$ cat config.mk
export PLATFORM = sky130hd
export DESIGN_NAME = dpc_command_handler
export DESIGN_NICKNAME = d
export VERILOG_FILES = /design/src/logic/dpc_pkg.sv /design/src/logic/dpc_command_handler.sv
export VERILOG_INCLUDE_DIRS = /design/src /design/src/logic
export SDC_FILE = /design/constraint.sdc
export NUM_CORES = 1
export LEC_CHECK = 0
export BUFFER_PORTS_ARGS = -buffer_cell sky130_fd_sc_hd__buf_2
export CAP_MARGIN = 20
export CORE_MARGIN = 1
export CORE_UTILIZATION = 30
export CTS_CLUSTER_DIAMETER = 40
export DETAILED_ROUTE_END_ITERATION = 12
export SLEW_MARGIN = 20
export SYNTH_ARGS = -nofsm -noshare
export SYNTH_HDL_FRONTEND = slang
export SYNTH_SLANG_ARGS = --single-unit
$ cat constraint.sdc
create_clock -name clk_sys -period 3.25 [get_ports clk_sys]
set_input_delay 0.325 -clock clk_sys [delete_from_list [all_inputs] [get_ports clk_sys]]
set_output_delay 0.325 -clock clk_sys [all_outputs]
set_load 0.01 [all_outputs]
$ cat src/logic/dpc_defs.svh
// constants for the playback command handler: command codes, field positions, reset values, timing
`ifndef DPC_DEFS_SVH
`define DPC_DEFS_SVH
`define DPC_CMD_PLAY 16'h000D
`define DPC_CMD_RESET 16'h8000
`define DPC_CMD_SCAN 16'h000A
`define DPC_CMD_BLANK 16'h030F
`define DPC_CMD_BORDER 16'h0407
`define DPC_BLANK_BIT 0
`define DPC_LEFT_MSB 9
`define DPC_TOP_MSB 14
`define DPC_RESET_BLANK 1'b1
`define DPC_RESET_COLOUR 8'h00
`define DPC_RESET_LEFT 10'h000
`define DPC_RESET_TOP 15'h0000
`define DPC_RESET_CYCLES 4'h8
`endif

$ cat src/logic/dpc_pkg.sv
// types shared by the playback command handler
package dpc_pkg;
  typedef enum logic [2:0] {
    DPC_IDLE, DPC_SETUP, DPC_PLAY, DPC_SCAN, DPC_PAUSE, DPC_RESETTING
  } dpc_state_e;
endpackage

$ cat src/logic/dpc_command_handler.sv
// playback command handler: play, reset, scan, blank and border commands
//==================================================================
// Contract
// - play code 000D enters PLAY, passing PLAY-SETUP when needed
// - PLAY decodes and displays at bitstream rate, time stamps align display
// - reset code 8000 discards bitstream buffer, command queue, picture buffers
// - reset reinitialises display, blanks window with border colour, restores defaults
// - only reset among high-priority commands changes command state
// - reset is not finished when the new-command flag clears
// - scan code 000A enters SCAN, decodes one intra picture
// - in SCAN, sync does not gate picture decode timing
// - scan completion moves to PAUSE, raises scan-done if enabled; here a command taken in the same cycle wins and the completion is lost
// - before first intra picture, headers decoded, P and B discarded
// - after scan picture, bitstream consumption stops until PAUSE left
// - scan picture shown at once, kept until next play-type command
// - blank code 030F, arg bit0 selects blank, bits 15:1 zero
// - blanked window shows border colour, unblanked shows pictures
// - blanking keeps border colour and does not disturb decoding; here a blank taken in the scan_picture_done cycle blocks the move to PAUSE
// - blank change appears after first VSYNC following the command
// - border code 0407, second argument bits 14:0 top offset
// - border first argument bits 9:0 left offset
// - colour: third arg red/Cr bits 7:0, fourth green/Y and blue/Cb
// - PAUSE holds last picture and keeps processing commands
`timescale 1ns/1ps
`default_nettype none
`include "dpc_defs.svh"
module dpc_command_handler (
  // clock and reset
  input wire logic clk_sys,
  input wire logic nrst,
  // command area
  input wire logic cmd_new,
  input wire logic [15:0] cmd_code,
  input wire logic [15:0] left_offset_arg,
  input wire logic [15:0] top_offset_arg,
  input wire logic [15:0] red_colour_arg,
  input wire logic [15:0] green_blue_colour_arg,
  output logic cmd_taken,
  output logic reset_busy,
  // decode engine status
  input wire logic setup_needed,
  input wire logic intra_seen,
  input wire logic scan_picture_done,
  input wire logic scan_irq_enable,
  input wire logic vsync,
  // playback state and decode control
  output dpc_pkg::dpc_state_e play_state,
  output logic decode_run,
  output logic sync_enable,
  output logic discard_pred,
  output logic post_scan_picture,
  output logic flush_buffers,
  output logic display_reinit,
  output logic scan_done_interrupt,
  // display settings
  output logic window_blank,
  output logic [9:0] left_offset,
  output logic [14:0] top_offset,
  output logic [7:0] red_colour,
  output logic [7:0] green_colour,
  output logic [7:0] blue_colour
);
  import dpc_pkg::*;

  //==================================================================
  // command state
  dpc_state_e state_r, state_nxt;
  logic [3:0] rst_cnt_r, rst_cnt_nxt;
  logic taken_r, taken_nxt;
  logic flush_r, flush_nxt;
  logic reinit_r, reinit_nxt;
  logic irq_r, irq_nxt;
  logic post_r, post_nxt;
  logic scan_hold_r, scan_hold_nxt;
  logic busy_r, busy_nxt;

  // handshake with the host:
  // - a command is taken on an edge where cmd_new is high and cmd_taken is low
  // - cmd_taken answers one cycle later and stands for exactly one cycle
  // - the host must drop cmd_new once it sees cmd_taken, or the same
  //   command is taken again two cycles later
  // - nothing is taken while a reset command is still running
  // - unknown codes are taken and have no effect beyond masking a same-cycle scan_picture_done or holding setup one more cycle, so the host never stalls
  // the reset command runs for DPC_RESET_CYCLES plus one cycles after it is
  // taken; the host must watch reset_busy, not cmd_taken, to see it finish
  // hazard: play while already playing is accepted and simply re-enters play;
  // the host is the one obliged to avoid it
  // scan with setup_needed high passes through setup for one cycle and
  // scan_hold_r remembers that scan, not play, is the target

  // a held strobe is taken again two cycles later; the strobe must drop before the next
  function automatic logic is_cmd(input logic [15:0] code, input logic [15:0] want);
    return code == want;
  endfunction

  // state transitions; reset is the only high-priority command touching state
  always_comb begin
    state_nxt = state_r;
    rst_cnt_nxt = rst_cnt_r;
    taken_nxt = 1'b0;
    flush_nxt = 1'b0;
    reinit_nxt = 1'b0;
    irq_nxt = 1'b0;
    post_nxt = post_r;
    scan_hold_nxt = scan_hold_r;
    if (state_r == DPC_RESETTING) begin
      // reset still runs after the new-command flag clears
      if (rst_cnt_r == 4'h0) begin
        state_nxt = DPC_IDLE;
      end else begin
        rst_cnt_nxt = rst_cnt_r - 4'h1;
      end
    end else if (cmd_new && !taken_r) begin
      taken_nxt = 1'b1;
      if (is_cmd(cmd_code, `DPC_CMD_RESET)) begin
        state_nxt = DPC_RESETTING;
        rst_cnt_nxt = `DPC_RESET_CYCLES;
        flush_nxt = 1'b1;
        reinit_nxt = 1'b1;
        post_nxt = 1'b0;
        scan_hold_nxt = 1'b0;
      end else if (is_cmd(cmd_code, `DPC_CMD_PLAY)) begin
        state_nxt = setup_needed ? DPC_SETUP : DPC_PLAY;
        post_nxt = 1'b0;
        scan_hold_nxt = 1'b0;
      end else if (is_cmd(cmd_code, `DPC_CMD_SCAN)) begin
        state_nxt = setup_needed ? DPC_SETUP : DPC_SCAN;
        scan_hold_nxt = 1'b1;
        post_nxt = 1'b0;
      end
    end else begin
      unique case (state_r)
        DPC_SETUP: state_nxt = scan_hold_r ? DPC_SCAN : DPC_PLAY;
        DPC_SCAN: begin
          if (scan_picture_done) begin
            state_nxt = DPC_PAUSE;
            irq_nxt = scan_irq_enable;
            post_nxt = 1'b1;
          end
        end
        DPC_IDLE, DPC_PLAY, DPC_PAUSE: state_nxt = state_r;
        default: state_nxt = DPC_IDLE;
      endcase
    end
    // registered busy flag keeps reset_busy a plain flip-flop output
    busy_nxt = (state_nxt == DPC_RESETTING);
  end

  always_ff @(posedge clk_sys) begin
    if (!nrst) begin
      state_r <= DPC_IDLE;
      rst_cnt_r <= 4'h0;
      taken_r <= 1'b0;
      flush_r <= 1'b0;
      reinit_r <= 1'b0;
      irq_r <= 1'b0;
      post_r <= 1'b0;
      scan_hold_r <= 1'b0;
      busy_r <= 1'b0;
    end else begin
      state_r <= state_nxt;
      rst_cnt_r <= rst_cnt_nxt;
      taken_r <= taken_nxt;
      flush_r <= flush_nxt;
      reinit_r <= reinit_nxt;
      irq_r <= irq_nxt;
      post_r <= post_nxt;
      scan_hold_r <= scan_hold_nxt;
      busy_r <= busy_nxt;
    end
  end

  //==================================================================
  // decode control outputs, registered from next state
  // these levels are computed from the next state so they change on the
  // same edge as play_state and never lag it by a cycle
  // decode_run: the bitstream is consumed only in play and scan
  // sync_enable: time-stamp alignment applies in play only; scan decodes
  //   its picture as fast as the engine allows
  // discard_pred: predicted pictures are dropped in scan until the engine
  //   reports the first intra picture
  logic run_r, run_nxt, sync_r, sync_nxt, disc_r, disc_nxt;

  // scan ignores sync; pause and idle stop consuming the bitstream
  always_comb begin
    run_nxt = (state_nxt == DPC_PLAY) || (state_nxt == DPC_SCAN);
    sync_nxt = (state_nxt == DPC_PLAY);
    disc_nxt = (state_nxt == DPC_SCAN) && !intra_seen;
  end

  always_ff @(posedge clk_sys) begin
    if (!nrst) begin
      run_r <= 1'b0;
      sync_r <= 1'b0;
      disc_r <= 1'b0;
    end else begin
      run_r <= run_nxt;
      sync_r <= sync_nxt;
      disc_r <= disc_nxt;
    end
  end

  //==================================================================
  // display settings; blank request held until the next vsync
  // a blank request is parked in pend_r with its value in pend_val_r and
  // reaches window_blank on the first vsync sampled after the taking edge
  // a vsync on the taking edge itself is too early and does not count
  // a later blank request before that vsync overrides the parked value
  // border geometry and colour take effect at once; only the defined
  // bit fields of each argument word are kept, the rest is ignored
  // limitation: zero offsets are stored as given, no centring is done here
  // reset blanks at once and cancels any parked request, since the window
  // must show the border colour while the display restarts
  logic blank_r, blank_nxt, pend_r, pend_nxt, pend_val_r, pend_val_nxt;
  logic [9:0] left_r, left_nxt;
  logic [14:0] top_r, top_nxt;
  logic [7:0] red_r, red_nxt, grn_r, grn_nxt, blu_r, blu_nxt;
  logic accept;

  always_comb begin
    accept = cmd_new && !taken_r && (state_r != DPC_RESETTING);
    blank_nxt = blank_r;
    pend_nxt = pend_r;
    pend_val_nxt = pend_val_r;
    left_nxt = left_r;
    top_nxt = top_r;
    red_nxt = red_r;
    grn_nxt = grn_r;
    blu_nxt = blu_r;
    // vsync applies a pending blank change; a same-cycle command waits for the next one
    if (vsync && pend_r) begin
      blank_nxt = pend_val_r;
      pend_nxt = 1'b0;
    end
    if (accept && is_cmd(cmd_code, `DPC_CMD_BLANK)) begin
      pend_nxt = 1'b1;
      pend_val_nxt = left_offset_arg[`DPC_BLANK_BIT];
    end
    if (accept && is_cmd(cmd_code, `DPC_CMD_BORDER)) begin
      left_nxt = left_offset_arg[`DPC_LEFT_MSB:0];
      top_nxt = top_offset_arg[`DPC_TOP_MSB:0];
      red_nxt = red_colour_arg[7:0];
      grn_nxt = green_blue_colour_arg[15:8];
      blu_nxt = green_blue_colour_arg[7:0];
    end
    // reset blanks at once with the colour kept, and restores default geometry
    if (accept && is_cmd(cmd_code, `DPC_CMD_RESET)) begin
      blank_nxt = `DPC_RESET_BLANK;
      pend_nxt = 1'b0;
      left_nxt = `DPC_RESET_LEFT;
      top_nxt = `DPC_RESET_TOP;
    end
  end

  always_ff @(posedge clk_sys) begin
    if (!nrst) begin
      blank_r <= `DPC_RESET_BLANK;
      pend_r <= 1'b0;
      pend_val_r <= 1'b0;
      left_r <= `DPC_RESET_LEFT;
      top_r <= `DPC_RESET_TOP;
      red_r <= `DPC_RESET_COLOUR;
      grn_r <= `DPC_RESET_COLOUR;
      blu_r <= `DPC_RESET_COLOUR;
    end else begin
      blank_r <= blank_nxt;
      pend_r <= pend_nxt;
      pend_val_r <= pend_val_nxt;
      left_r <= left_nxt;
      top_r <= top_nxt;
      red_r <= red_nxt;
      grn_r <= grn_nxt;
      blu_r <= blu_nxt;
    end
  end

  // outputs straight from flip-flops
  // every output below is a plain register copy, so no decode logic
  // sits between a flip-flop and a pin
  // reset_busy is registered from the next state for the same reason
  assign play_state = state_r;
  assign cmd_taken = taken_r;
  assign reset_busy = busy_r;
  assign decode_run = run_r;
  assign sync_enable = sync_r;
  assign discard_pred = disc_r;
  assign post_scan_picture = post_r;
  assign flush_buffers = flush_r;
  assign display_reinit = reinit_r;
  assign scan_done_interrupt = irq_r;
  assign window_blank = blank_r;
  assign left_offset = left_r;
  assign top_offset = top_r;
  assign red_colour = red_r;
  assign green_colour = grn_r;
  assign blue_colour = blu_r;
endmodule
`default_nettype wire

# Yosys cells after proc, flatten, opt, wreduce, memory -nomap -nowiden

Cells that the tools add are included.

Register bits after elaboration: 68
Bits in latches: 0
RAM bits: 0
ROM bits: 0
Input port bits: 88
Output and inout port bits: 62
Word-level logic and storage cells: 95
Memories kept: 0

$add $sub $neg: 1
Multiply operators: 0
Divide/modulo/power cells: 0
$lt $le $gt $ge: 0
Equality and inequality tests: 16
Shift operators: 0
Muxes and demuxes: 28
Bitwise operators: 5
Reductions and logical operators: 26

Operator list:

| kind                   | number |
|---|---|
| $eq A16 B4 Y1 const B  | 2 |
| $mux W3                | 7 |
| $eq A16 B10 Y1 const B | 1 |
| $eq A16 B11 Y1 const B | 1 |
| $eq A16 B16 Y1 const B | 1 |
| $mux W4                | 4 |
| $mux W1                | 14 |
| $eq A3 B2 Y1 const B   | 4 |
| $reduce_bool A2 Y1     | 5 |
| $eq A3 B3 Y1 const B   | 3 |
| $pmux W3 S3            | 1 |
| $logic_and A1 B1 Y1    | 7 |
| $reduce_and A3 Y1      | 2 |
| $reduce_or A3 Y1       | 2 |
| $not A1 Y1             | 5 |
| $reduce_or A5 Y1       | 1 |
| $logic_not A4 Y1       | 1 |
| $mux W2                | 2 |
| $ne A4 B1 Y1 const B   | 1 |
| $reduce_and A4 Y1      | 1 |
| $reduce_or A2 Y1       | 2 |
| $sub A4 B1 Y4 const B  | 1 |
| $eq A3 B1 Y1 const B   | 1 |
| $logic_not A3 Y1       | 1 |
| 5 further kinds        | 6 |

# Logic depth before layout (Yosys ltp)

Gate-level depths: netlist (run 1).

Depth in word-level cells: 8
Mapped depth: 7
Gate-level depth less buffers: 6

# Worst setup path before layout (run 1)

OpenSTA, ideal clock, no wires.

Path type: in2reg
From: input port cmd_code[5]
To: register disc_r (netlist: discard_pred)
Setup time: 0.103 ns
Data arrival time: 1.802 ns
Required time: 3.147 ns
Setup slack: 1.344 ns
Stages on the path: 5
Path buffers: 0
Path through: nor3_1 > o211ai_2 > or3_1 > a211o_1 > a2111oi_2

Cells in the longest elaborated chain, start to end: 8

Ends and longest elaborated chain:

| element               | RTL line                   | RTL |
|---|---|---|
| from (decl)           | dpc_command_handler.sv:33  | `input wire logic [15:0] cmd_code,` |
| $eq A16 B4 Y1         | dpc_command_handler.sv:93  | `return code == want;` |
| $mux W3               | dpc_command_handler.sv:126 | `` end else if (is_cmd(cmd_code, `DPC_CMD_SCAN)) begin `` |
| $mux W3               | dpc_command_handler.sv:122 | `` end else if (is_cmd(cmd_code, `DPC_CMD_PLAY)) begin `` |
| $mux W3 *             | dpc_command_handler.sv:115 | `` if (is_cmd(cmd_code, `DPC_CMD_RESET)) begin `` |
| $mux W3 *             | dpc_command_handler.sv:113 | `end else if (cmd_new && !taken_r) begin` |
| $mux W3 *             | dpc_command_handler.sv:106 | `if (state_r == DPC_RESETTING) begin` |
| $eq A3 B2 Y1 *        | dpc_command_handler.sv:188 | `disc_nxt = (state_nxt == DPC_SCAN) && !intra_seen;` |
| $logic_and A1 B1 Y1 * | dpc_command_handler.sv:188 |  |
| to (signal assigned)  | dpc_command_handler.sv:199 | `disc_r <= disc_nxt;` |
| to (decl)             | dpc_command_handler.sv:182 | `logic run_r, run_nxt, sync_r, sync_nxt, disc_r, disc_nxt;` |

Every way passes the cells marked *; elsewhere a longest branch is shown, timed or not.
A chain may end at the register's enable or synchronous reset.

# Worst setup path in the final report (run 1)

From: register state_r[1] (netlist: play_state[1])
To: register top_r[13] (netlist: top_offset[13])

Cells in the longest elaborated chain, start to end: 4

Ends and longest elaborated chain:

| element                    | RTL line                   | RTL |
|---|---|---|
| from (decl)                | dpc_command_handler.sv:67  | `dpc_state_e state_r, state_nxt;` |
| from (signal assigned)     | dpc_command_handler.sv:161 | `state_r <= state_nxt;` |
| $ne A3 B3 Y1 *             | dpc_command_handler.sv:221 | `accept = cmd_new && !taken_r && (state_r != DPC_RESETTING);` |
| $logic_and A1 B1 Y1 *      | dpc_command_handler.sv:221 |  |
| $logic_and A1 B1 Y1        | dpc_command_handler.sv:247 | `` if (accept && is_cmd(cmd_code, `DPC_CMD_RESET)) begin `` |
| $reduce_or A2 Y1 (no line) | --                         |  |
| to (signal assigned)       | dpc_command_handler.sv:261 | `` top_r <= `DPC_RESET_TOP; `` |
| to (signal assigned)       | dpc_command_handler.sv:270 | `top_r <= top_nxt;` |
| to (decl)                  | dpc_command_handler.sv:216 | `logic [14:0] top_r, top_nxt;` |

Marked as above.

==> parameters.txt, run 1 <==
Parameter                              Value

Critical path
  Required @ worst endpoint ... 3.45 ns
  Largest stage delay on the critical path ... 0.46 ns
  CP endpoint kind ... register
  Cell with the largest stage delay on the worst path ... sky130_fd_sc_hd__dfxtp_1
  Endpoint of the most critical register-to-register path ... top_offset[13]
  Reg-to-reg critical path startpoint ... play_state[1]
  Maximum fanout along the worst path ... 49
  Kind of start point of the critical path ... register
  Path depth of the worst reg2reg path ... 6
  Cell-by-cell trace of the critical path ... nand3b_1 -> nand2_1 -> nor4_4 -> buf_12 -> mux2i_1 -> nor2_1
  Worst setup path category ... reg2reg
  Setup slack of the most critical reg-to-reg path ... 1.24 ns
  Data arrival at the endpoint of the critical path ... 2.22 ns

Yosys
  Mapped Cells ... 276
  Compound-Gate Fraction of Synth Area ... 7.348%
  Most used flip-flop cell after synthesis ... sky130_fd_sc_hd__dfxtp_1
  Multiplexer fraction of the synthesized cell area ... 17.92%
  Area fraction in and, or, nand and nor cells after synthesis ... 21.01%
  Synth cell types ... 45
  Sequential area share after synthesis ... 48.75%
  Ys async rst share ... 0%
  Post-synthesis adder-cell area fraction ... 0.8961%
  FF+latch count, synth ... 68
  Largest area contributor in the synthesized netlist ... sky130_fd_sc_hd__dfxtp_1
  Syn_area_per_cell ... 10.12 um2
  Number of synthesized flops with an enable pin ... 0
  Share of the synthesized netlist area taken by xor and xnor gates ... 0.6272%
  Cell types occupying the most area after synthesis ... sky130_fd_sc_hd__dfxtp_1, sky130_fd_sc_hd__mux2i_1, sky130_fd_sc_hd__nor2b_1, sky130_fd_sc_hd__nor2_1, sky130_fd_sc_hd__nand2_1
  Total of warnings raised by yosys ... 0
  Summed instance area of the synthesized netlist ... 2793 um2
  Total nets after synthesis ... 366
  Largest family of logic cells by synthesized area ... simple AND/OR/NAND/NOR gates
  Share of the synthesized area in the top cell type ... 48.75%

Min path
  Startpoint of the worst hold path ... intra_seen
  Hold EP ... discard_pred
  Class of the most critical hold timing path ... in2reg
  Hold-critical path depth ... 2

GRT
  Overflow left after global routing ... 0
  Via count of the first global-routing pass ... 2,355
  Global-route wire length before repair ... 10,490 um
  Initial antenna violation count ... 0
  Total global-route track usage ... 13.57%
  Pin count of the biggest net entering global routing ... 50

Cells and area
  Layout Area Growth over Synthesis ... 34.23%
  Nets ... 500
  Share of final-layout standard cells stronger than drive strength 1 ... 37.83%
  Most common cell after layout, fill and taps aside ... sky130_fd_sc_hd__buf_2
  Commonest non-fill, non-tap cells in the layout ... sky130_fd_sc_hd__buf_2, sky130_fd_sc_hd__dfxtp_1, sky130_fd_sc_hd__mux2i_1
  Antenna Cells ... 0

Clocking
  Number of buffers inserted during clock tree synthesis ... 9
  Clock latency on the worst-skew pair ... 0.33 ns
  Post-cts gate resize count ... 0
  Setup fix buffers added after clock tree synthesis ... 0
  CTS H-tree lvls ... 3
  CTS Hold Buffers Added ... 0
  CTS Root Cell ... sky130_fd_sc_hd__clkbuf_8
  Clock buffer depth ... 2
  Clk sink count ... 68
  TritonCTS clock tree ... yes
  Clk slew on worst S/H paths ... 0.07 ns

Floorplan
  Die extent in y ... 98.48 um
  Effective utilization at floorplan ... 31.56%
  I/O pin count ... 150
  Placement Rows ... 34
  Die area ... 9698 um2
  Chip width ... 98.48 um
  Area of the placeable core ... 8848 um2

Timing
  Final number of hold-violating endpoints ... 0
  Post-Route Skew ... 0.009621 ns
  Sum Neg Setup Slack ... 0 ns
  Post-route worst hold slack ... 0.1645 ns
  RSZ-0062 raised after global routing ... false
  Tcrit/Tclk final ... 62.00%
  Setup-violating endpoint count in the final report ... 0
  FMAX ... 496.3 MHz
  Normalized max-slew margin ... 61.47%
  Post-layout minimum cycle time ... 2.015 ns
  Final slew viol count ... 0
  Tightest Pin Transition ... 0.5726 ns

Drt
  M1 wire length ... 2925 um
  Remaining design rule violation count ... 11
  DRT Wirelength ... 6385 um
  Residual antenna-violating net count after detailed routing ... 0
  Sum of met2 wire segment lengths after detailed routing ... 2903 um
  Routed length per placed instance ... 12.21 um
  Average via count per standard cell ... 4.707
  Uppermost signal routing layer after detailed routing ... met4
  Via total after detailed routing ... 2,462
  Router iterations before antenna repair ... 8
  Number of design-rule violations left by the first detailed-router iteration ... 83
  Met3 routed wirelength ... 460 um

Flow run
  Max-cap viol count ... 0

Placement
  Half-perimeter wire length after detailed placement ... 4603 um
  Final estimated routing congestion in global placement ... 0.8351
  IO Port Bufs ... 134

Outcome
  Run status ... finished, violations left
  Violations in the final reports ... DRC

Power
  Reported leakage power ... 1.621 nW
  Pwr per Cell Area ... 419.9 nW/um2
  Max VDD drop ... 154.0 uV
routing by layer:
layer | GRT usage (%) | up-vias
met5 | 0 | -
met4 | 6.200 | 0
met3 | 3.546 | 11
met2 | 22.43 | 103
met1 | 16.59 | 1119
li1 | - | 1229
logic make-up after synthesis:
kind of cell / after synthesis
and+or+nand+nor: 108
DFF: 68
muxes: 50
AOI/OAI and AO/OA: 26
buffers and inverters: 20
xor gates and xnor gates: 2
adders and majority gates: 2
cell usage after synthesis, types with 2 or more instances:
cell type	count
sky130_fd_sc_hd__or3_1	3
sky130_fd_sc_hd__nand4_1	3
sky130_fd_sc_hd__ha_1	2
sky130_fd_sc_hd__a21oi_1	5
sky130_fd_sc_hd__buf_4	2
sky130_fd_sc_hd__nand3b_1	3
sky130_fd_sc_hd__a311o_1	2
sky130_fd_sc_hd__clkbuf_1	5
sky130_fd_sc_hd__o21a_1	2
sky130_fd_sc_hd__and2_1	5
sky130_fd_sc_hd__dfxtp_1	68
sky130_fd_sc_hd__inv_1	7
sky130_fd_sc_hd__nor2_1	35
sky130_fd_sc_hd__a21boi_0	3
sky130_fd_sc_hd__mux2i_1	50
sky130_fd_sc_hd__nor3_1	7
sky130_fd_sc_hd__buf_2	5
sky130_fd_sc_hd__nand2_1	10
sky130_fd_sc_hd__nor2b_1	27
sky130_fd_sc_hd__xnor2_1	2
sky130_fd_sc_hd__nand3_1	4
sky130_fd_sc_hd__nor4_1	2
sky130_fd_sc_hd__o22ai_1	2
sequential cells by signal, indices dropped and copies added (netlist names):
register and count:
reset_busy 1, sync_enable 1, cmd_taken 1, post_scan_picture 1
rst_cnt_r 4, play_state 3, decode_run 1, window_blank 1
pend_r 1, top_offset 15, scan_hold_r 1, red_colour 8
discard_pred 1, display_reinit 1, green_colour 8, pend_val_r 1
left_offset 10, scan_done_interrupt 1, blue_colour 8
final cells by class:
type                       count  area (um2)
timing repair buffer         136       698.2
sequential                    68        1361
tap                          108       135.1
clock buffer                  11       131.4
inverter                       7       26.28
clock inverter                 5       52.55
fill                         895        5100
multi-input combinational    188        1344
per-stage QoR:
step                utilization, %  power [W]  std cells  instance area [um2]  setup WS, ns
floorplan                        -  0.0008821        276                 2793         1.344
global placement             40.29  0.0009354        507                 3565        0.9780
detailed placement           40.29  0.0009372        507                 3565        0.9683
CTS                          42.36   0.001611        523                 3749         1.218
global route                 42.36   0.001647        523                 3749         1.047
finish                       42.36   0.001574        523                 3749         1.235
worst max-delay path, delay by kind of cell (launching register included):
family,cells,cell delay (ns)
buffers and inverters,1,0.35
muxes,1,0.24
and+or+nand+nor,4,0.81
DFF,1,0.46
where the power goes:
part / switching [W] / internal, W
registers: 0.000000437 / 0.000833
logic: 0.0000400 / 0.0000432
clock network: 0.000306 / 0.000351
total: 0.000346 / 0.00123
worst max path at each step:
| stage | from | endpoint | slack [ns] | cells past startpoint |
|---|---|---|---|---|
| finish | play_state[1] | top_offset[13] | 1.24 | 6 |
| global route | cmd_taken | red_colour[4] | 1.05 | 6 |
| CTS | play_state[1] | top_offset[13] | 1.22 | 6 |
| detailed placement | cmd_code[5] | discard_pred | 0.97 | 6 |
| global placement | cmd_code[5] | discard_pred | 0.98 | 6 |
| floorplan | cmd_code[5] | discard_pred | 1.34 | 5 |
No activity file was read; power rests on OpenSTA's default activity.
==> run 2: changes to the inputs <==
==> constraint.sdc (replaced) <==
create_clock -name clk_sys -period 1.8 [get_ports clk_sys]
set_input_delay 0.18 -clock clk_sys [delete_from_list [all_inputs] [get_ports clk_sys]]
set_output_delay 0.18 -clock clk_sys [all_outputs]
set_load 0.01 [all_outputs]
==> parameters.txt, run 2 (same netlist as run 1, synthesis figures left out) <==
Parameter                              Value

Drt
  Residual antenna-violating net count after detailed routing ... 0 (unchanged)
  Number of design-rule violations left by the first detailed-router iteration ... 53 (was 83)
  Remaining design rule violation count ... 1 (was 11)
  Average via count per standard cell ... 4.591 (was 4.707)
  DRT Wirelength ... 6774 um (was 6385 um)
  Routed length per placed instance ... 12.48 um (was 12.21 um)
  Router iterations before antenna repair ... 10 (was 8)
  Via total after detailed routing ... 2,493 (was 2,462)

Outcome
  Violations in the final reports ... DRC (unchanged)
  Run status ... finished, violations left (unchanged)

Clocking
  Clock buffer depth ... 2 (unchanged)
  Number of buffers inserted during clock tree synthesis ... 9 (unchanged)
  CTS Root Cell ... sky130_fd_sc_hd__clkbuf_8 (unchanged)
  CTS H-tree lvls ... 3 (unchanged)
  Clk slew on worst S/H paths ... 0.07 ns (about the same)
  Clock latency on the worst-skew pair ... 0.33 ns (about the same)
  TritonCTS clock tree ... yes (unchanged)
  Clk sink count ... 68 (unchanged)

Timing
  Tcrit/Tclk final ... 95.26% (was 62.00%)
  Final slew viol count ... 0 (unchanged)
  Normalized max-slew margin ... 71.70% (was 61.47%)
  Setup-violating endpoint count in the final report ... 0 (unchanged)
  Final number of hold-violating endpoints ... 0 (unchanged)
  FMAX ... 583.2 MHz (was 496.3 MHz)
  Sum Neg Setup Slack ... 0 ns (unchanged)
  Tightest Pin Transition ... 0.4216 ns (was 0.5726 ns)
  RSZ-0062 raised after global routing ... true (was false)
  Post-Route Skew ... 0.003946 ns (was 0.009621 ns)
  Post-layout minimum cycle time ... 1.715 ns (was 2.015 ns)

GRT
  Pin count of the biggest net entering global routing ... 29 (was 50)
  Overflow left after global routing ... 0 (unchanged)
  Total global-route track usage ... 13.83% (was 13.57%)
  Global-route wire length before repair ... 10,700 um (was 10,490 um)
  Via count of the first global-routing pass ... 2,348 (was 2,355)
  Initial antenna violation count ... 0 (unchanged)

Min path
  Class of the most critical hold timing path ... in2reg (unchanged)
  Hold-critical path depth ... 2 (unchanged)

Critical path
  Data arrival at the endpoint of the critical path ... 1.94 ns (was 2.22 ns)
  Required @ worst endpoint ... 2.03 ns (was 3.45 ns)
  Kind of start point of the critical path ... register (unchanged)
  Buffers and inverters on the worst path ... 1 (unchanged)
  Worst path depth ... 6 (unchanged)
  Worst setup path category ... reg2reg (unchanged)
  Cell with the largest stage delay on the worst path ... sky130_fd_sc_hd__dfxtp_1 (unchanged)
  Path depth of the worst reg2reg path ... 6 (unchanged)
  CP endpoint kind ... register (unchanged)
  Kind of cell adding the most delay to the critical path ... compound AO/OA/AOI/OAI gates (was simple AND/OR/NAND/NOR gates)
  Cell-by-cell trace of the critical path ... nand3b_1 -> buf_4 -> a21o_2 -> a21oi_1 -> a311oi_1 -> a2111oi_2 (was nand3b_1 -> nand2_1 -> nor4_4 -> buf_12 -> mux2i_1 -> nor2_1)
  Maximum fanout along the worst path ... 8 (was 49)
  Largest stage delay on the critical path ... 0.43 ns (was 0.46 ns)

Cells and area
  Nets ... 522 (was 500)
  Share of final-layout standard cells stronger than drive strength 1 ... 42.53% (was 37.83%)
  Most common cell after layout, fill and taps aside ... sky130_fd_sc_hd__buf_2 (unchanged)
  Largest register FFs ... 15 (unchanged)
  Commonest non-fill, non-tap cells in the layout ... sky130_fd_sc_hd__buf_2, sky130_fd_sc_hd__dfxtp_1, sky130_fd_sc_hd__mux2i_1 (unchanged)
  Layout Area Growth over Synthesis ... 43.50% (was 34.23%)
  Finished Layout Cells ... 543 (was 523)
  Final core utilization ... 45.29% (was 42.36%)
  Antenna Cells ... 0 (unchanged)

Placement
  Placed Cells ... 524 (was 507)
  Final estimated routing congestion in global placement ... 0.7845 (was 0.8351)
  Half-perimeter wire length after detailed placement ... 4857 um (was 4603 um)
  IO Port Bufs ... 134 (unchanged)

Power
  Reported leakage power ... 1.760 nW (was 1.621 nW)
  Max VDD drop ... 278.8 uV (was 154.0 uV)
  Pwr per Cell Area ... 726.4 nW/um2 (was 419.9 nW/um2)

Floorplan
  Die extent in y ... 98.48 um (unchanged)
  Area of the placeable core ... 8848 um2 (unchanged)
  I/O pin count ... 150 (unchanged)
  Effective utilization at floorplan ... 31.56% (unchanged)
  Die area ... 9698 um2 (unchanged)
  Placement Rows ... 34 (unchanged)
  Chip width ... 98.48 um (unchanged)

Flow run
  Max-cap viol count ... 0 (unchanged)
-- run 2: cell count changes in the layout (fill, tap and decap cells not counted), sizes merged --
cell,before,now
buf,136,156
clkbuf,11,14
clkinv,3,1
clkinvlp,1,0
-- run 2: through the flow --
| stage | area [um2] | hold WS [ns] | setup WS, ns | total power [W] |
|---|---|---|---|---|
| floorplan | 2793 | 0.2598 | 0.03924 | 0.001593 |
| global placement | 3717 | 0.3601 | -0.1354 | 0.001707 |
| detailed placement | 3717 | 0.3676 | -0.1692 | 0.001710 |
| CTS | 3926 | 0.005580 | 0.03875 | 0.002955 |
| global route | 4008 | 0.008275 | -0.001418 | 0.003035 |
| finish | 4008 | 0.01816 | 0.08536 | 0.002911 |
-- run 2: power breakdown --
group	switching, W	leakage [nW]	internal (W)	total, W
combinational	0.0000783	1.11	0.0000930	0.000171
sequential	0.00000105	0.548	0.00151	0.00151
clock	0.000534	0.0983	0.000699	0.00123
-- run 2: layout make-up --
type	count	area (um2)
Clock buffer	12	155.1
Sequential cell	68	1363
Tap cell	108	135.1
Clock inverter	2	35.03
Inverter	7	26.28
Fill cell	859	4841
Multi-Input combinational cell	188	1366
Timing Repair Buffer	158	927.1
-- run 2: path summary, 6_finish.rpt --
path,from,endpoint,slack (ns)
max reg2reg,play_state[0],discard_pred,0.09
min reg2reg,left_offset[1],left_offset[1],0.49
max,play_state[0],discard_pred,0.09
min,intra_seen,discard_pred,0.02
-- run 2: timing repair --
action / CTS / global route
endpoints found under the setup margin: 35 / 50
cloned: 0 / 2
pin swaps: 1 / 0
gates resized for setup: 2 / 7
hold buffers: 0 / 0
setup buffers: 2 / 1
-- run 2: per-layer routing --
layer,GRT usage [%],wire (um),up-vias
met5,0,0,-
met4,5.970,118,0
met3,3.121,337,13
met2,22.97,3069,81
met1,17.27,3249,1126
li1,-,-,1273
==> run 3: changes to the inputs <==
--- a/config.mk
+++ b/config.mk
@@ -6,7 +6,7 @@
 export SDC_FILE = /design/constraint.sdc
 export NUM_CORES = 1
 export LEC_CHECK = 0
-export BUFFER_PORTS_ARGS = -buffer_cell sky130_fd_sc_hd__buf_2
+export BUFFER_PORTS_ARGS = -buffer_cell sky130_fd_sc_hd__clkbuf_2
 export CAP_MARGIN = 20
 export CORE_MARGIN = 1
 export CORE_UTILIZATION = 30
==> parameters.txt, run 3 (same netlist as run 1, synthesis figures left out) <==
Parameter                              Value

Outcome
  Run status ... finished, violations left (unchanged)
  Violations in the final reports ... DRC (unchanged)

Floorplan
  Placement Rows ... 34 (unchanged)
  Effective utilization at floorplan ... 31.56% (unchanged)
  Chip width ... 98.48 um (unchanged)
  I/O pin count ... 150 (unchanged)
  Die area ... 9698 um2 (unchanged)
  Area of the placeable core ... 8848 um2 (unchanged)
  Die extent in y ... 98.48 um (unchanged)

Power
  Portion of total power attributed to the clock network ... 47.8% (was 42.4%)
  Switching share of power ... 20.36% (was 21.08%)
  Reported leakage power ... 1.761 nW (was 1.760 nW)
  Pwr per Cell Area ... 784.2 nW/um2 (was 726.4 nW/um2)
  Switching pwr ... 0.0006534 W (was 0.0006136 W)
  Max VDD drop ... 513.6 uV (was 278.8 uV)
  Logic pwr share ... 5.4% (was 5.9%)
  Part of the power in registers ... 46.9% (was 51.7%)
  Internal cell power ... 0.002556 W (was 0.002297 W)
  Power after layout ... 0.003209 W (was 0.002911 W)

Placement
  Half-perimeter wire length after detailed placement ... 4946 um (was 4857 um)
  Final estimated routing congestion in global placement ... 0.8137 (was 0.7845)
  IO Port Bufs ... 134 (unchanged)
  Post-Place Setup Slack ... -0.1631 ns (was -0.1692 ns)

Cells and area
  Antenna Cells ... 0 (unchanged)
  Commonest non-fill, non-tap cells in the layout ... sky130_fd_sc_hd__clkbuf_2, sky130_fd_sc_hd__dfxtp_1, sky130_fd_sc_hd__mux2i_1 (was sky130_fd_sc_hd__buf_2, sky130_fd_sc_hd__dfxtp_1, sky130_fd_sc_hd__mux2i_1)
  Share of final-layout standard cells stronger than drive strength 1 ... 43.08% (was 42.53%)
  Largest register FFs ... 15 (unchanged)
  Layout Area Growth over Synthesis ... 46.55% (was 43.50%)
  Number of fillers in the final layout ... 876 (was 859)
  Nets ... 526 (was 522)
  Most common cell after layout, fill and taps aside ... sky130_fd_sc_hd__clkbuf_2 (was sky130_fd_sc_hd__buf_2)
  Final core utilization ... 46.25% (was 45.29%)

Clocking
  TritonCTS clock tree ... yes (unchanged)
  Clock buffer depth ... 2 (unchanged)
  Clock latency on the worst-skew pair ... 0.33 ns (about the same)
  CTS H-tree lvls ... 3 (unchanged)
  CTS Root Cell ... sky130_fd_sc_hd__clkbuf_8 (unchanged)
  Clk slew on worst S/H paths ... 0.07 ns (about the same)
  Number of buffers inserted during clock tree synthesis ... 9 (unchanged)
  Clk sink count ... 68 (unchanged)

Drt
  Residual antenna-violating net count after detailed routing ... 0 (unchanged)
  DRT Wirelength ... 6569 um (was 6774 um)
  Number of design-rule violations left by the first detailed-router iteration ... 63 (was 53)
  Router iterations before antenna repair ... 9 (was 10)
  Average via count per standard cell ... 4.521 (was 4.591)
  Routed length per placed instance ... 11.97 um (was 12.48 um)
  Remaining design rule violation count ... 8 (was 1)
  Via total after detailed routing ... 2,482 (was 2,493)

Timing
  Tcrit/Tclk final ... 92.14% (was 95.26%)
  Post-layout minimum cycle time ... 1.658 ns (was 1.715 ns)
  Post-route worst hold slack ... 0.04902 ns (was 0.01816 ns)
  Tightest Pin Transition ... 0.3608 ns (was 0.4216 ns)
  Fin worst setup slack ... 0.1415 ns (was 0.08536 ns)
  FMAX ... 603.0 MHz (was 583.2 MHz)
  RSZ-0062 raised after global routing ... false (was true)
  Final number of hold-violating endpoints ... 0 (unchanged)
  Final slew viol count ... 0 (unchanged)
  Post-Route Skew ... 0.004713 ns (was 0.003946 ns)
  Setup-violating endpoint count in the final report ... 0 (unchanged)
  Normalized max-slew margin ... 75.76% (was 71.70%)

GRT
  Global-route wire length before repair ... 10,810 um (was 10,700 um)
  Overflow left after global routing ... 0 (unchanged)
  Via count of the first global-routing pass ... 2,396 (was 2,348)
  Pin count of the biggest net entering global routing ... 29 (unchanged)
  Total global-route track usage ... 13.90% (was 13.83%)
  Initial antenna violation count ... 0 (unchanged)

Critical path
  Reg-to-reg critical path startpoint ... play_state[1] (was play_state[0])
  Data arrival at the endpoint of the critical path ... 1.89 ns (was 1.94 ns)
  Kind of start point of the critical path ... register (unchanged)
  Timing startpoint of the critical path ... play_state[1] (was play_state[0])
  CP endpoint kind ... register (unchanged)
  Maximum fanout along the worst path ... 15 (was 8)
  Worst setup path category ... reg2reg (unchanged)
  Required @ worst endpoint ... 2.03 ns (about the same)
  Path depth of the worst reg2reg path ... 8 (was 6)

Min path
  Class of the most critical hold timing path ... in2reg (unchanged)
  Hold-critical path depth ... 3 (was 2)
  Startpoint of the worst hold path ... scan_irq_enable (was intra_seen)

Flow run
  Max-cap viol count ... 0 (unchanged)
-- run 3: cell count changes in the layout (fill, tap and decap cells not counted), moves of 2 or more --
cell,previous run,this run
sky130_fd_sc_hd__clkbuf_2,0,134
sky130_fd_sc_hd__buf_2,134,0
sky130_fd_sc_hd__buf_4,18,20
sky130_fd_sc_hd__bufinv_16,1,3
-- run 3: repair_timing --
action,CTS,global route
hold buffers,1,0
endpoints found under the setup margin,2,41
resized for setup,1,8
gates cloned,0,1
buffers inserted,0,2
pin swaps,0,1
hold endpoints to repair,1,0
-- run 3: worst paths after layout --
path         slack (ns)             endpoint
max                0.14       top_offset[14]
min                0.05  scan_done_interrupt
max reg2reg        0.14       top_offset[14]
min reg2reg        0.50       top_offset[12]
-- run 3: stage by stage --
stage               std cells  area, um2  setup TNS (ns)
global placement          529       3767          -2.816
floorplan                 276       2793               0
global route              549       4093               0
detailed placement        529       3767          -2.925
CTS                       546       4028               0
finish                    549       4093               0
-- run 3: final cells by class --
class | count | area, um2 | area share (%)
clock inverter | 6 | 111.4 | 2.721
sequential | 68 | 1366 | 33.38
tap | 108 | 135.1 | 3.302
inverter | 7 | 26.28 | 0.6420
timing repair buffer | 162 | 958.4 | 23.42
clock buffer | 10 | 137.6 | 3.363
multi-input combinational | 188 | 1358 | 33.17
-- run 3: critical path: stages, from the launching register on --
cell,delay (ns)
sky130_fd_sc_hd__dfxtp_4,0.37
sky130_fd_sc_hd__nand3b_1,0.16
sky130_fd_sc_hd__nand2_2,0.09
sky130_fd_sc_hd__buf_6,0.14
sky130_fd_sc_hd__nor4_4,0.17
sky130_fd_sc_hd__buf_4,0.19
sky130_fd_sc_hd__buf_12,0.16
sky130_fd_sc_hd__mux2i_1,0.21
sky130_fd_sc_hd__nor2_1,0.06
-- run 3: routing by layer --
layer / part of all wire, % / vias to the layer above / global-route usage, %
li1: - / 1277 / -
met1: 44 / 1111 / 16.45
met3: 6.4 / 8 / 4.681
met2: 48 / 86 / 23.67
met4: 1.1 / 0 / 4.592
met5: 0 / - / 0
-- run 3: power groups by stage --
stage	Clock (W)	Sequential, W	Combinational, W
after global placement	0	0.00154	0.000168
after detailed placement	0	0.00154	0.000169
after CTS	0.00160	0.00150	0.000172
final	0.00153	0.00150	0.000172
after floorplan	0	0.00154	0.0000519
after global routing	0.00168	0.00150	0.000189
